--- config.mk ---
export PLATFORM = sky130hd
export DESIGN_NAME = bcce_exec
export DESIGN_NICKNAME = d
export VERILOG_FILES = /design/src/logic/bcce_pkg.sv /design/src/logic/bcce_exec.sv
export SDC_FILE = /design/constraint.sdc
export NUM_CORES = 2
export LEC_CHECK = 0
export BUFFER_PORTS_ARGS = -buffer_cell sky130_fd_sc_hd__buf_2
export CAP_MARGIN = 0
export CORE_MARGIN = 1
export CORE_UTILIZATION = 64
export CTS_CLUSTER_SIZE = 20
export DETAILED_ROUTE_END_ITERATION = 10
export GPL_TIMING_DRIVEN = 0
export PLACE_DENSITY = 0.82
export SETUP_SLACK_MARGIN = 0.05
export SLEW_MARGIN = 10
export SYNTH_ARGS = -nofsm -noshare
export SYNTH_HDL_FRONTEND = slang
export SYNTH_SLANG_ARGS = --single-unit
--- constraint.sdc ---
create_clock -name mclk -period 3.8 [get_ports mclk]
set_input_delay 0.76 -clock mclk [delete_from_list [all_inputs] [get_ports mclk]]
set_output_delay 0.76 -clock mclk [all_outputs]
set_load 0.01 [all_outputs]
--- src/logic/bcce_pkg.sv ---
// Package of constants and types for the bit, call and clear execution unit
// How it works
// RULE1 - Bit set forces chosen bit of data register to one, flags untouched.
// RULE2 - Skip-if-one drops the next instruction as a no-op when bit is one.
// RULE3 - Absolute call pushes PC plus one, loads 11-bit target, upper bits from page latch.
// RULE4 - Absolute call takes two cycles and leaves all flags unchanged.
// RULE5 - Watchdog restart clears counter and prescaler, sets time-out and power-down flags.
// RULE6 - Indirect call pushes PC plus one, loads W low, page latch high, two cycles.
// RULE7 - Complement inverts register, writes W or register by destination, updates zero.
// RULE8 - Clear writes zero to register and always sets the zero flag.
// RULE9 - Decrement subtracts one, writes W or register by destination, updates zero only.
// RULE10 - Plain operations take one cycle and advance the program counter by one.
package bcce_pkg;

    localparam int unsigned DATA_W     = 8;
    localparam int unsigned ADDR_W     = 7;
    localparam int unsigned PC_W       = 15;
    localparam int unsigned PAGE_W     = 7;
    localparam int unsigned LIT_W      = 11;
    localparam int unsigned BIT_SEL_W  = 3;
    localparam int unsigned REG_COUNT  = 128;
    localparam int unsigned STACK_DEF  = 16;
    localparam int unsigned PAGE_LO    = 3;
    localparam int unsigned PC_HI_LO   = 11;

    localparam logic [PC_W-1:0]   PC_RESET   = 15'h0000;
    localparam logic [DATA_W-1:0] W_RESET    = 8'h00;
    localparam logic [DATA_W-1:0] REG_RESET  = 8'h00;
    localparam logic [PAGE_W-1:0] PAGE_RESET = 7'h00;
    localparam logic              Z_RESET    = 1'b0;
    localparam logic              TO_RESET   = 1'b1;
    localparam logic              PD_RESET   = 1'b1;

    typedef enum logic [3:0] {
        BCCE_NOP   = 4'h0,
        BCCE_BSET  = 4'h1,
        BCCE_SKIP1 = 4'h2,
        BCCE_CALL  = 4'h3,
        BCCE_WDTR  = 4'h4,
        BCCE_INDIRECT_SUBROUTINE_CALL = 4'h5,
        BCCE_COMP  = 4'h6,
        BCCE_CLR   = 4'h7,
        BCCE_DEC   = 4'h8
    } bcce_op_e;

    typedef struct packed {
        logic                 valid;
        bcce_op_e             op;
        logic [ADDR_W-1:0]    f_addr;
        logic [BIT_SEL_W-1:0] bit_sel;
        logic                 dest;
        logic [LIT_W-1:0]     lit;
    } bcce_instr_s;

    typedef struct packed {
        logic               zero_flag;
        logic               time_out_flag;
        logic               power_down_flag;
    } bcce_status_s;

endpackage : bcce_pkg

--- src/logic/bcce_exec.sv ---
// Execution unit for bit set, skip, calls, watchdog restart, complement, clear and decrement
`timescale 1ns/1ps
`default_nettype none

module bcce_exec #(
    parameter int unsigned STACK_DEPTH = bcce_pkg::STACK_DEF
) (
    input  wire logic                            mclk,
    input  wire logic                            rst_n,
    input  wire bcce_pkg::bcce_instr_s           instr,
    input  wire logic                            page_we,
    input  wire logic [bcce_pkg::PAGE_W-1:0]     page_wdata,
    input  wire logic [bcce_pkg::ADDR_W-1:0]     peek_addr,
    output logic                                 ready_r,
    output logic [bcce_pkg::PC_W-1:0]            pc_r,
    output logic [bcce_pkg::DATA_W-1:0]          w_r,
    output logic [bcce_pkg::PAGE_W-1:0]          page_high_latch_r,
    output bcce_pkg::bcce_status_s               status_r,
    output logic [bcce_pkg::PC_W-1:0]            stack_top_r,
    output logic [$clog2(STACK_DEPTH)-1:0]       stack_ptr_r,
    output logic                                 watchdog_restart_r,
    output logic                                 skip_pending_r,
    output logic [bcce_pkg::DATA_W-1:0]          peek_data_r
);

    localparam int unsigned SP_W = $clog2(STACK_DEPTH);

    // Depth must give a pointer that wraps cleanly
    if (STACK_DEPTH < 2 || (STACK_DEPTH & (STACK_DEPTH - 1)) != 0) begin : g_bad_depth
        $error("STACK_DEPTH must be a power of two, at least 2");
    end

    logic [bcce_pkg::DATA_W-1:0]   regs_r   [bcce_pkg::REG_COUNT];
    logic [bcce_pkg::DATA_W-1:0]   regs_nxt [bcce_pkg::REG_COUNT];
    logic                          ready_nxt;
    logic [bcce_pkg::PC_W-1:0]     pc_nxt;
    logic [bcce_pkg::DATA_W-1:0]   w_nxt;
    logic [bcce_pkg::PAGE_W-1:0]   page_nxt;
    bcce_pkg::bcce_status_s        status_nxt;
    logic [bcce_pkg::PC_W-1:0]     stack_top_nxt;
    logic [SP_W-1:0]               stack_ptr_nxt;
    logic                          watchdog_restart_nxt;
    logic                          skip_nxt;
    logic [bcce_pkg::DATA_W-1:0]   peek_nxt;
    logic [bcce_pkg::DATA_W-1:0]   operand;
    logic [bcce_pkg::DATA_W-1:0]   result;
    logic [bcce_pkg::PC_W-1:0]     pc_inc;
    logic                          accept;
    logic                          execute;

    // Zero test shared by complement and decrement
    function automatic logic is_zero(input logic [bcce_pkg::DATA_W-1:0] v);
        return v == 8'h00;
    endfunction : is_zero

    // Operations that push a return address and need a dead second cycle
    function automatic logic is_call(input bcce_pkg::bcce_op_e op);
        return op == bcce_pkg::BCCE_CALL || op == bcce_pkg::BCCE_INDIRECT_SUBROUTINE_CALL;
    endfunction : is_call

    // Accepted this edge; a pending skip turns it into a no-op
    assign accept  = instr.valid && ready_r;
    assign execute = accept && !skip_pending_r;
    assign operand = regs_r[instr.f_addr];
    assign pc_inc  = pc_r + 15'h0001;

    // Sequencing group: program counter, dead call cycle and skip flag
    always_comb begin
        ready_nxt = 1'b1;
        pc_nxt    = pc_r;
        skip_nxt  = skip_pending_r;
        if (accept) begin
            pc_nxt = pc_inc; // see RULE10
            if (skip_pending_r) begin
                skip_nxt = 1'b0; // see RULE2
            end
        end
        if (execute) begin
            case (instr.op)
                bcce_pkg::BCCE_SKIP1: begin
                    skip_nxt = operand[instr.bit_sel]; // see RULE2
                end
                bcce_pkg::BCCE_CALL: begin
                    pc_nxt = {page_high_latch_r[bcce_pkg::PAGE_W-1:bcce_pkg::PAGE_LO], instr.lit}; // see RULE3
                end
                bcce_pkg::BCCE_INDIRECT_SUBROUTINE_CALL: begin
                    pc_nxt = {page_high_latch_r, w_r}; // see RULE6
                end
                default: begin
                end
            endcase
            if (is_call(instr.op)) begin
                ready_nxt = 1'b0; // see RULE4
            end
        end
    end

    always_ff @(posedge mclk or negedge rst_n) begin
        if (!rst_n) begin
            ready_r        <= 1'b1;
            pc_r           <= bcce_pkg::PC_RESET;
            skip_pending_r <= 1'b0;
        end else begin
            ready_r        <= ready_nxt;
            pc_r           <= pc_nxt;
            skip_pending_r <= skip_nxt;
        end
    end

    // Data group: register file, working register, flags and restart pulse
    always_comb begin
        regs_nxt             = regs_r;
        w_nxt                = w_r;
        status_nxt           = status_r;
        watchdog_restart_nxt = 1'b0;
        result               = operand;
        if (execute) begin
            case (instr.op)
                bcce_pkg::BCCE_BSET: begin
                    result[instr.bit_sel]  = 1'b1;
                    regs_nxt[instr.f_addr] = result; // see RULE1
                end
                bcce_pkg::BCCE_WDTR: begin
                    watchdog_restart_nxt       = 1'b1; // see RULE5
                    status_nxt.time_out_flag   = 1'b1; // see RULE5
                    status_nxt.power_down_flag = 1'b1; // see RULE5
                end
                bcce_pkg::BCCE_COMP: begin
                    result               = ~operand; // see RULE7
                    status_nxt.zero_flag = is_zero(result);
                    if (instr.dest) begin
                        regs_nxt[instr.f_addr] = result;
                    end else begin
                        w_nxt = result;
                    end
                end
                bcce_pkg::BCCE_CLR: begin
                    regs_nxt[instr.f_addr] = bcce_pkg::REG_RESET; // see RULE8
                    status_nxt.zero_flag   = 1'b1; // see RULE8
                end
                bcce_pkg::BCCE_DEC: begin
                    result               = operand - 8'h01; // see RULE9
                    status_nxt.zero_flag = is_zero(result);
                    if (instr.dest) begin
                        regs_nxt[instr.f_addr] = result;
                    end else begin
                        w_nxt = result;
                    end
                end
                default: begin
                end
            endcase
        end
    end

    always_ff @(posedge mclk or negedge rst_n) begin
        if (!rst_n) begin
            for (int i = 0; i < bcce_pkg::REG_COUNT; i++) begin
                regs_r[i] <= bcce_pkg::REG_RESET;
            end
            w_r                      <= bcce_pkg::W_RESET;
            status_r.zero_flag       <= bcce_pkg::Z_RESET;
            status_r.time_out_flag   <= bcce_pkg::TO_RESET;
            status_r.power_down_flag <= bcce_pkg::PD_RESET;
            watchdog_restart_r       <= 1'b0;
        end else begin
            regs_r             <= regs_nxt;
            w_r                <= w_nxt;
            status_r           <= status_nxt;
            watchdog_restart_r <= watchdog_restart_nxt;
        end
    end

    // Return stack group; only the top entry and a wrapping count are kept
    always_comb begin
        stack_top_nxt = stack_top_r;
        stack_ptr_nxt = stack_ptr_r;
        if (execute && is_call(instr.op)) begin
            stack_top_nxt = pc_inc; // see RULE3
            stack_ptr_nxt = stack_ptr_r + {{(SP_W-1){1'b0}}, 1'b1}; // see RULE6
        end
    end

    always_ff @(posedge mclk or negedge rst_n) begin
        if (!rst_n) begin
            stack_top_r <= bcce_pkg::PC_RESET;
            stack_ptr_r <= '0;
        end else begin
            stack_top_r <= stack_top_nxt;
            stack_ptr_r <= stack_ptr_nxt;
        end
    end

    // Page latch group, loaded from outside whether or not an instruction runs
    always_comb begin
        page_nxt = page_high_latch_r;
        if (page_we) begin
            page_nxt = page_wdata;
        end
    end

    always_ff @(posedge mclk or negedge rst_n) begin
        if (!rst_n) begin
            page_high_latch_r <= bcce_pkg::PAGE_RESET;
        end else begin
            page_high_latch_r <= page_nxt;
        end
    end

    // Observation port, one edge behind its address
    always_comb begin
        peek_nxt = regs_r[peek_addr];
    end

    always_ff @(posedge mclk or negedge rst_n) begin
        if (!rst_n) begin
            peek_data_r <= bcce_pkg::REG_RESET;
        end else begin
            peek_data_r <= peek_nxt;
        end
    end

endmodule : bcce_exec

`default_nettype wire

==> flow_metrics.py, run 1 <==
metrics = {
    "floorplanning": {
        "die_h_um": 317,
        "start_util": 0.646,
        "die_x_um": 317,
        "num_rows": 115,
        "pin_count": 107,
    },
    "global_routing": {
        "grt_first_pass_wirelength_mm": 579,
        "overflow": 253,
        "grtUsageTotal": 0.827,
        "grt_max_degree": 144,
        "grt_pass1_vias": 73200,
    },
    "status": {
        "stop_stage": "global routing",
        "error_line": "[ERROR GRT-0116] Global routing finished with congestion. Check the congestion regions in the DRC Viewer.",
        "status": "did not finish",
    },
    "placement": {
        "place.gp.congestion": 1.27,
        "hpwl_mm": 255,
        "dp_cells": 7891,
        "port_buffers": 93,
    },
    "yosys": {
        "ys_async_sr_fraction": 1.00,
        "yosys_warnings": 0,
        "synth_ff_type": "dfrtp_1",
        "ys_ff_latch": 1085,
        "syn_avg_cell_area_um2": 9.78,
        "synth-edff-count": 0,
        "syn_inst": 6492,
        "yosysSeqAreaShare": 0.428,
        "syn_area_um2": 63500,
        "ys_types": 86,
    },
    "clocking": {
        "cts-root-buf": "clkbuf_16",
        "clock-sinks": 1085,
        "htreeDepth": 3,
        "cts_buffers": 115,
        "cts_max_path_buffers": 3,
    },
}
## cell families after synthesis
family | Yosys count | share of synthesized area
AOI/OAI and AO/OA | 2402 | 0.230
xor gates and xnor gates | 40 | 0.00552
adders and majority gates | 5 | 0.000986
buffers and inverters | 608 | 0.0406
DFF | 1085 | 0.428
muxes | 633 | 0.187
other | 1 | 0.0000591
and+or+nand+nor | 1718 | 0.108
## per-stage QoR
| step | utilization | setup WS [ns] | cell area [um2] |
|---|---|---|---|
| CTS | 0.778 | -0.283 | 76400 |
| detailed placement | 0.679 | -4.25 | 66700 |
| floorplan | - | -0.219 | 64100 |
| global placement | 0.674 | -21.71 | 66200 |
## per-layer routing
layer,track usage,overflow
met3,0.742,8
met2,0.937,118
met1,0.842,13
met4,0.773,114
met5,0.482,0
## cell usage after synthesis, types with 43 or more instances
cell	n	area share
a211oi_1	59	0.0070
a21oi_1	834	0.066
a221oi_1	62	0.0086
a22oi_1	73	0.0086
a31oi_1	100	0.0099
buf_1	62	0.0037
buf_2	103	0.0081
clkbuf_1	389	0.023
dfrtp_1	1084	0.43
mux2_2	72	0.013
mux2i_1	124	0.020
mux4_2	435	0.15
nand2_1	1058	0.063
nor2_1	498	0.029
nor3_1	43	0.0034
o21ai_0	704	0.056
o221ai_1	66	0.0091
o22ai_1	173	0.017
o32a_1	129	0.020
o32ai_1	54	0.0075
## repair_timing
| item | CTS |
|---|---|
| buffers inserted | 123 |
| endpoints found under the setup margin | 1042 |
| hold buffers | 1 |
| endpoints found under the hold margin | 76 |
| pin swaps | 262 |
| gates cloned | 41 |
| gates resized for setup | 1056 |
==> run 2, diff against run 1 <==
Settings changed: CORE_UTILIZATION 64 to 40, CTS_CLUSTER_SIZE 20 to not set, PLACE_DENSITY 0.82 to not set, PLACE_DENSITY_LB_ADDON set to 0.15, SETUP_SLACK_MARGIN 0.05 to not set.
==> run 2 against run 1 <==
The flow now finishes, with violations (capacitance limit, slew limit, setup timing). Synthesized area did not move. Synthesized cell count did not move.
==> flow_metrics.py, run 2 <==
metrics = {
    "cells_and_area": {
        "fillers": 14200,
        "layout_commonest_cell": "dfrtp_1",
        "nets": 7105,
        "fin_area_um2": 82400,
        "multiInputGateArea_um2": 36600,
        "layout-drive-gt1-share": 0.282,
        "fin_util": 0.525,
        "stdcell_count": 9258,
        "final_cell_mix": "dfrtp_1, nand2_1, a21oi_1",
        "final-seq-area_um2": 27200,
        "area_delta_synth_final_pct": 29.8,
    },
    "floorplanning": {
        "die_x_um": 400,
        "pin_count": 107,
        "coreArea_um2": 157000,
        "die_h_um": 400,
        "start_util": 0.404,
        "num_rows": 145,
        "fp.dieArea_um2": 160000,
    },
    "global_routing": {
        "grt_pass1_vias": 60900,
        "overflow": 0,
        "grt_first_pass_wirelength_mm": 560,
        "grtUsageTotal": 0.520,
        "grt_max_degree": 148,
        "antenna_found_initial": 57,
    },
    "status": {
        "status": "finished with violations",
        "violations": "capacitance limit, slew limit, setup timing",
    },
    "clocking": {
        "clock_latency_ns": 0.84,
        "cts_max_path_buffers": 3,
        "clkTransAtPathRegs_ns": 0.06,
        "htreeDepth": 4,
        "cts_tree": "done",
        "cts-root-buf": "clkbuf_16",
        "clock-sinks": 1085,
        "cts_buffers": 137,
    },
    "yosys": {
        "syn_avg_cell_area_um2": 9.78,
        "syn_inst": 6492,
        "synth-edff-count": 0,
        "ys_async_sr_fraction": 1.00,
        "synth_ff_type": "dfrtp_1",
        "synth_area_leaders": "dfrtp_1, mux4_2, a21oi_1",
        "yosysMostFrequentCell": "dfrtp_1",
        "ys_types": 86,
        "synth_area_leader_cell": "dfrtp_1",
        "synth_top_area_share": 0.427,
        "syn_area_um2": 63500,
        "ys_ff_latch": 1085,
        "synth_common_cells": "dfrtp_1, nand2_1, a21oi_1, o21ai_0, nor2_1",
        "yosysSeqAreaShare": 0.428,
        "yosys_warnings": 0,
    },
    "sta": {
        "fin_hold_ws_ns": 0.174,
        "slew_headroom": -0.0301,
        "slew_violations": 11,
        "worstMarginPinSlew_ns": 1.55,
        "finalHoldViolations": 0,
        "fmax_mhz": 224,
        "period_needed_ns": 4.47,
        "period_share": 1.18,
        "rsz0062_at_grt": "yes",
        "finalClockSkew_ns": 0.0350,
        "finalSetupViolations": 1032,
        "worst_slack_ns": -0.672,
    },
    "power": {
        "power_leakage_nw": 33.3,
        "switching_share": 0.355,
        "p_switching_w": 0.0133,
        "ir_worst_vdd_mv": 0.513,
        "power_density_nw_per_um2": 454,
        "p_clk_frac": 0.373,
        "seqPwrFrac": 0.377,
        "combPwrFrac": 0.250,
        "p_int_w": 0.0241,
        "power_w": 0.0374,
    },
    "setup_path": {
        "regToRegSetupSlack_ns": -0.48,
        "crit_fanout": 7,
        "cp-end-kind": "flip-flop",
        "critPathKind": "primary input to flip-flop",
        "required_ns": 4.48,
        "start_kind": "primary input",
        "r2r_cells": 12,
        "arrival_ns": 5.16,
    },
    "min_path": {
        "min_to": "page_high_latch_r[3]$_DFFE_PN0P_",
        "min_delay_path_depth": 2,
        "hp-class": "primary input to flip-flop",
        "hp-start": "page_wdata[3]",
    },
    "placement": {
        "dp_cells": 8680,
        "place.gp.congestion": 1.10,
        "hpwl_mm": 309,
        "port_buffers": 93,
        "placed_area_um2": 68100,
    },
    "drt": {
        "drt_iter0_drc": 12200,
        "drt_wl_total_mm": 434,
        "avgViaCountPerCell": 7.39,
        "via_count": 68400,
        "route.detailed.drc": 0,
        "drtAntennaViolNets": 0,
        "wl_per_cell_um": 46.8,
        "first_pass_iters": 10,
    },
    "flow_run": {
        "drv_cap": 3,
    },
}
-- run 2: metal layers --
| metal | GRT usage | wire [um] | vias to the layer above |
|---|---|---|---|
| met5 | 0.0265 | 781 | - |
| met4 | 0.424 | 45600 | 34 |
| met3 | 0.245 | 66700 | 2040 |
| met2 | 0.711 | 171000 | 6392 |
| met1 | 0.617 | 149000 | 34200 |
| li1 | - | - | 25800 |
-- run 2: how the worst max path moves through the flow --
| stage | depth (start not counted) | to | from |
|---|---|---|---|
| after floorplan | 17 | flip-flop | instr[16] |
| after global placement | 1 | async pin | rst_n |
| after detailed placement | 16 | flip-flop | instr[17] |
| after CTS | 22 | flip-flop | instr[16] |
| after global routing | 18 | flip-flop | instr[16] |
| final | 17 | flip-flop | instr[15] |
-- run 2: timing repair --
action                                  in CTS  in global routing
gates cloned                                 7                 43
hold buffers                                 1                  0
endpoints found under the setup margin    1039               1034
resized for setup                          777                764
setup buffers                              153                 93
endpoints found under the hold margin       49                  0
pin swaps                                   86                233
-- run 2: critical path, stage by stage --
cell	delay, ns
buf_12	0.10
buf_12	0.16
clkinvlp_4	0.22
buf_12	0.22
buf_16	0.16
buf_16	0.17
a221o_1	0.28
a22oi_2	0.55
o22ai_2	0.19
nor4b_4	0.37
nand4_1	0.44
nor4_4	0.37
buf_4	0.19
xnor2_4	0.15
buf_4	0.19
a21oi_4	0.39
o21ai_0	0.18
-- run 2: cell families (layout without fill, tap and decap cells) --
logic type | count (synthesis) | after routing | share of synthesized area
AO/OA/AOI/OAI | 2402 | 2402 | 0.230
AND/OR/NAND/NOR | 1718 | 1718 | 0.108
flip-flops | 1085 | 1085 | 0.428
multiplexers | 633 | 633 | 0.187
buffers and inverters | 608 | 1281 | 0.0406
XOR/XNOR | 40 | 40 | 0.00552
adder cells (fa/ha/maj) | 5 | 5 | 0.000986
other | 1 | 36 | 0.0000591
-- run 2: layout make-up --
class	instances	share of cell area
inverter	17	0.00135
tap	2058	0.0313
buffer	589	0.0711
sequential	1085	0.330
clock inverter	50	0.00835
antenna	34	0.00103
clock buffer	199	0.0482
multi-input combinational	4800	0.444
timing repair buffer	426	0.0647
-- run 2: power groups by stage --
stage               logic [W]  registers, W  clock network (W)
finish                0.00934        0.0141             0.0140
floorplan             0.00362        0.0135                  0
global route          0.00937        0.0141             0.0143
global placement      0.00666        0.0142                  0
detailed placement    0.00681        0.0142                  0
CTS                   0.00772        0.0140             0.0139
-- run 2: through the flow --
step            TNS, ns  setup WS (ns)
2_1_floorplan   -129.85         -0.219
3_3_place_gp          -         -23.42
3_5_place_dp   -3990.06          -4.58
4_1_cts         -207.14         -0.370
5_1_grt         -351.95         -0.578
6_report        -424.28         -0.672
(Power assumes the default switching activity.)
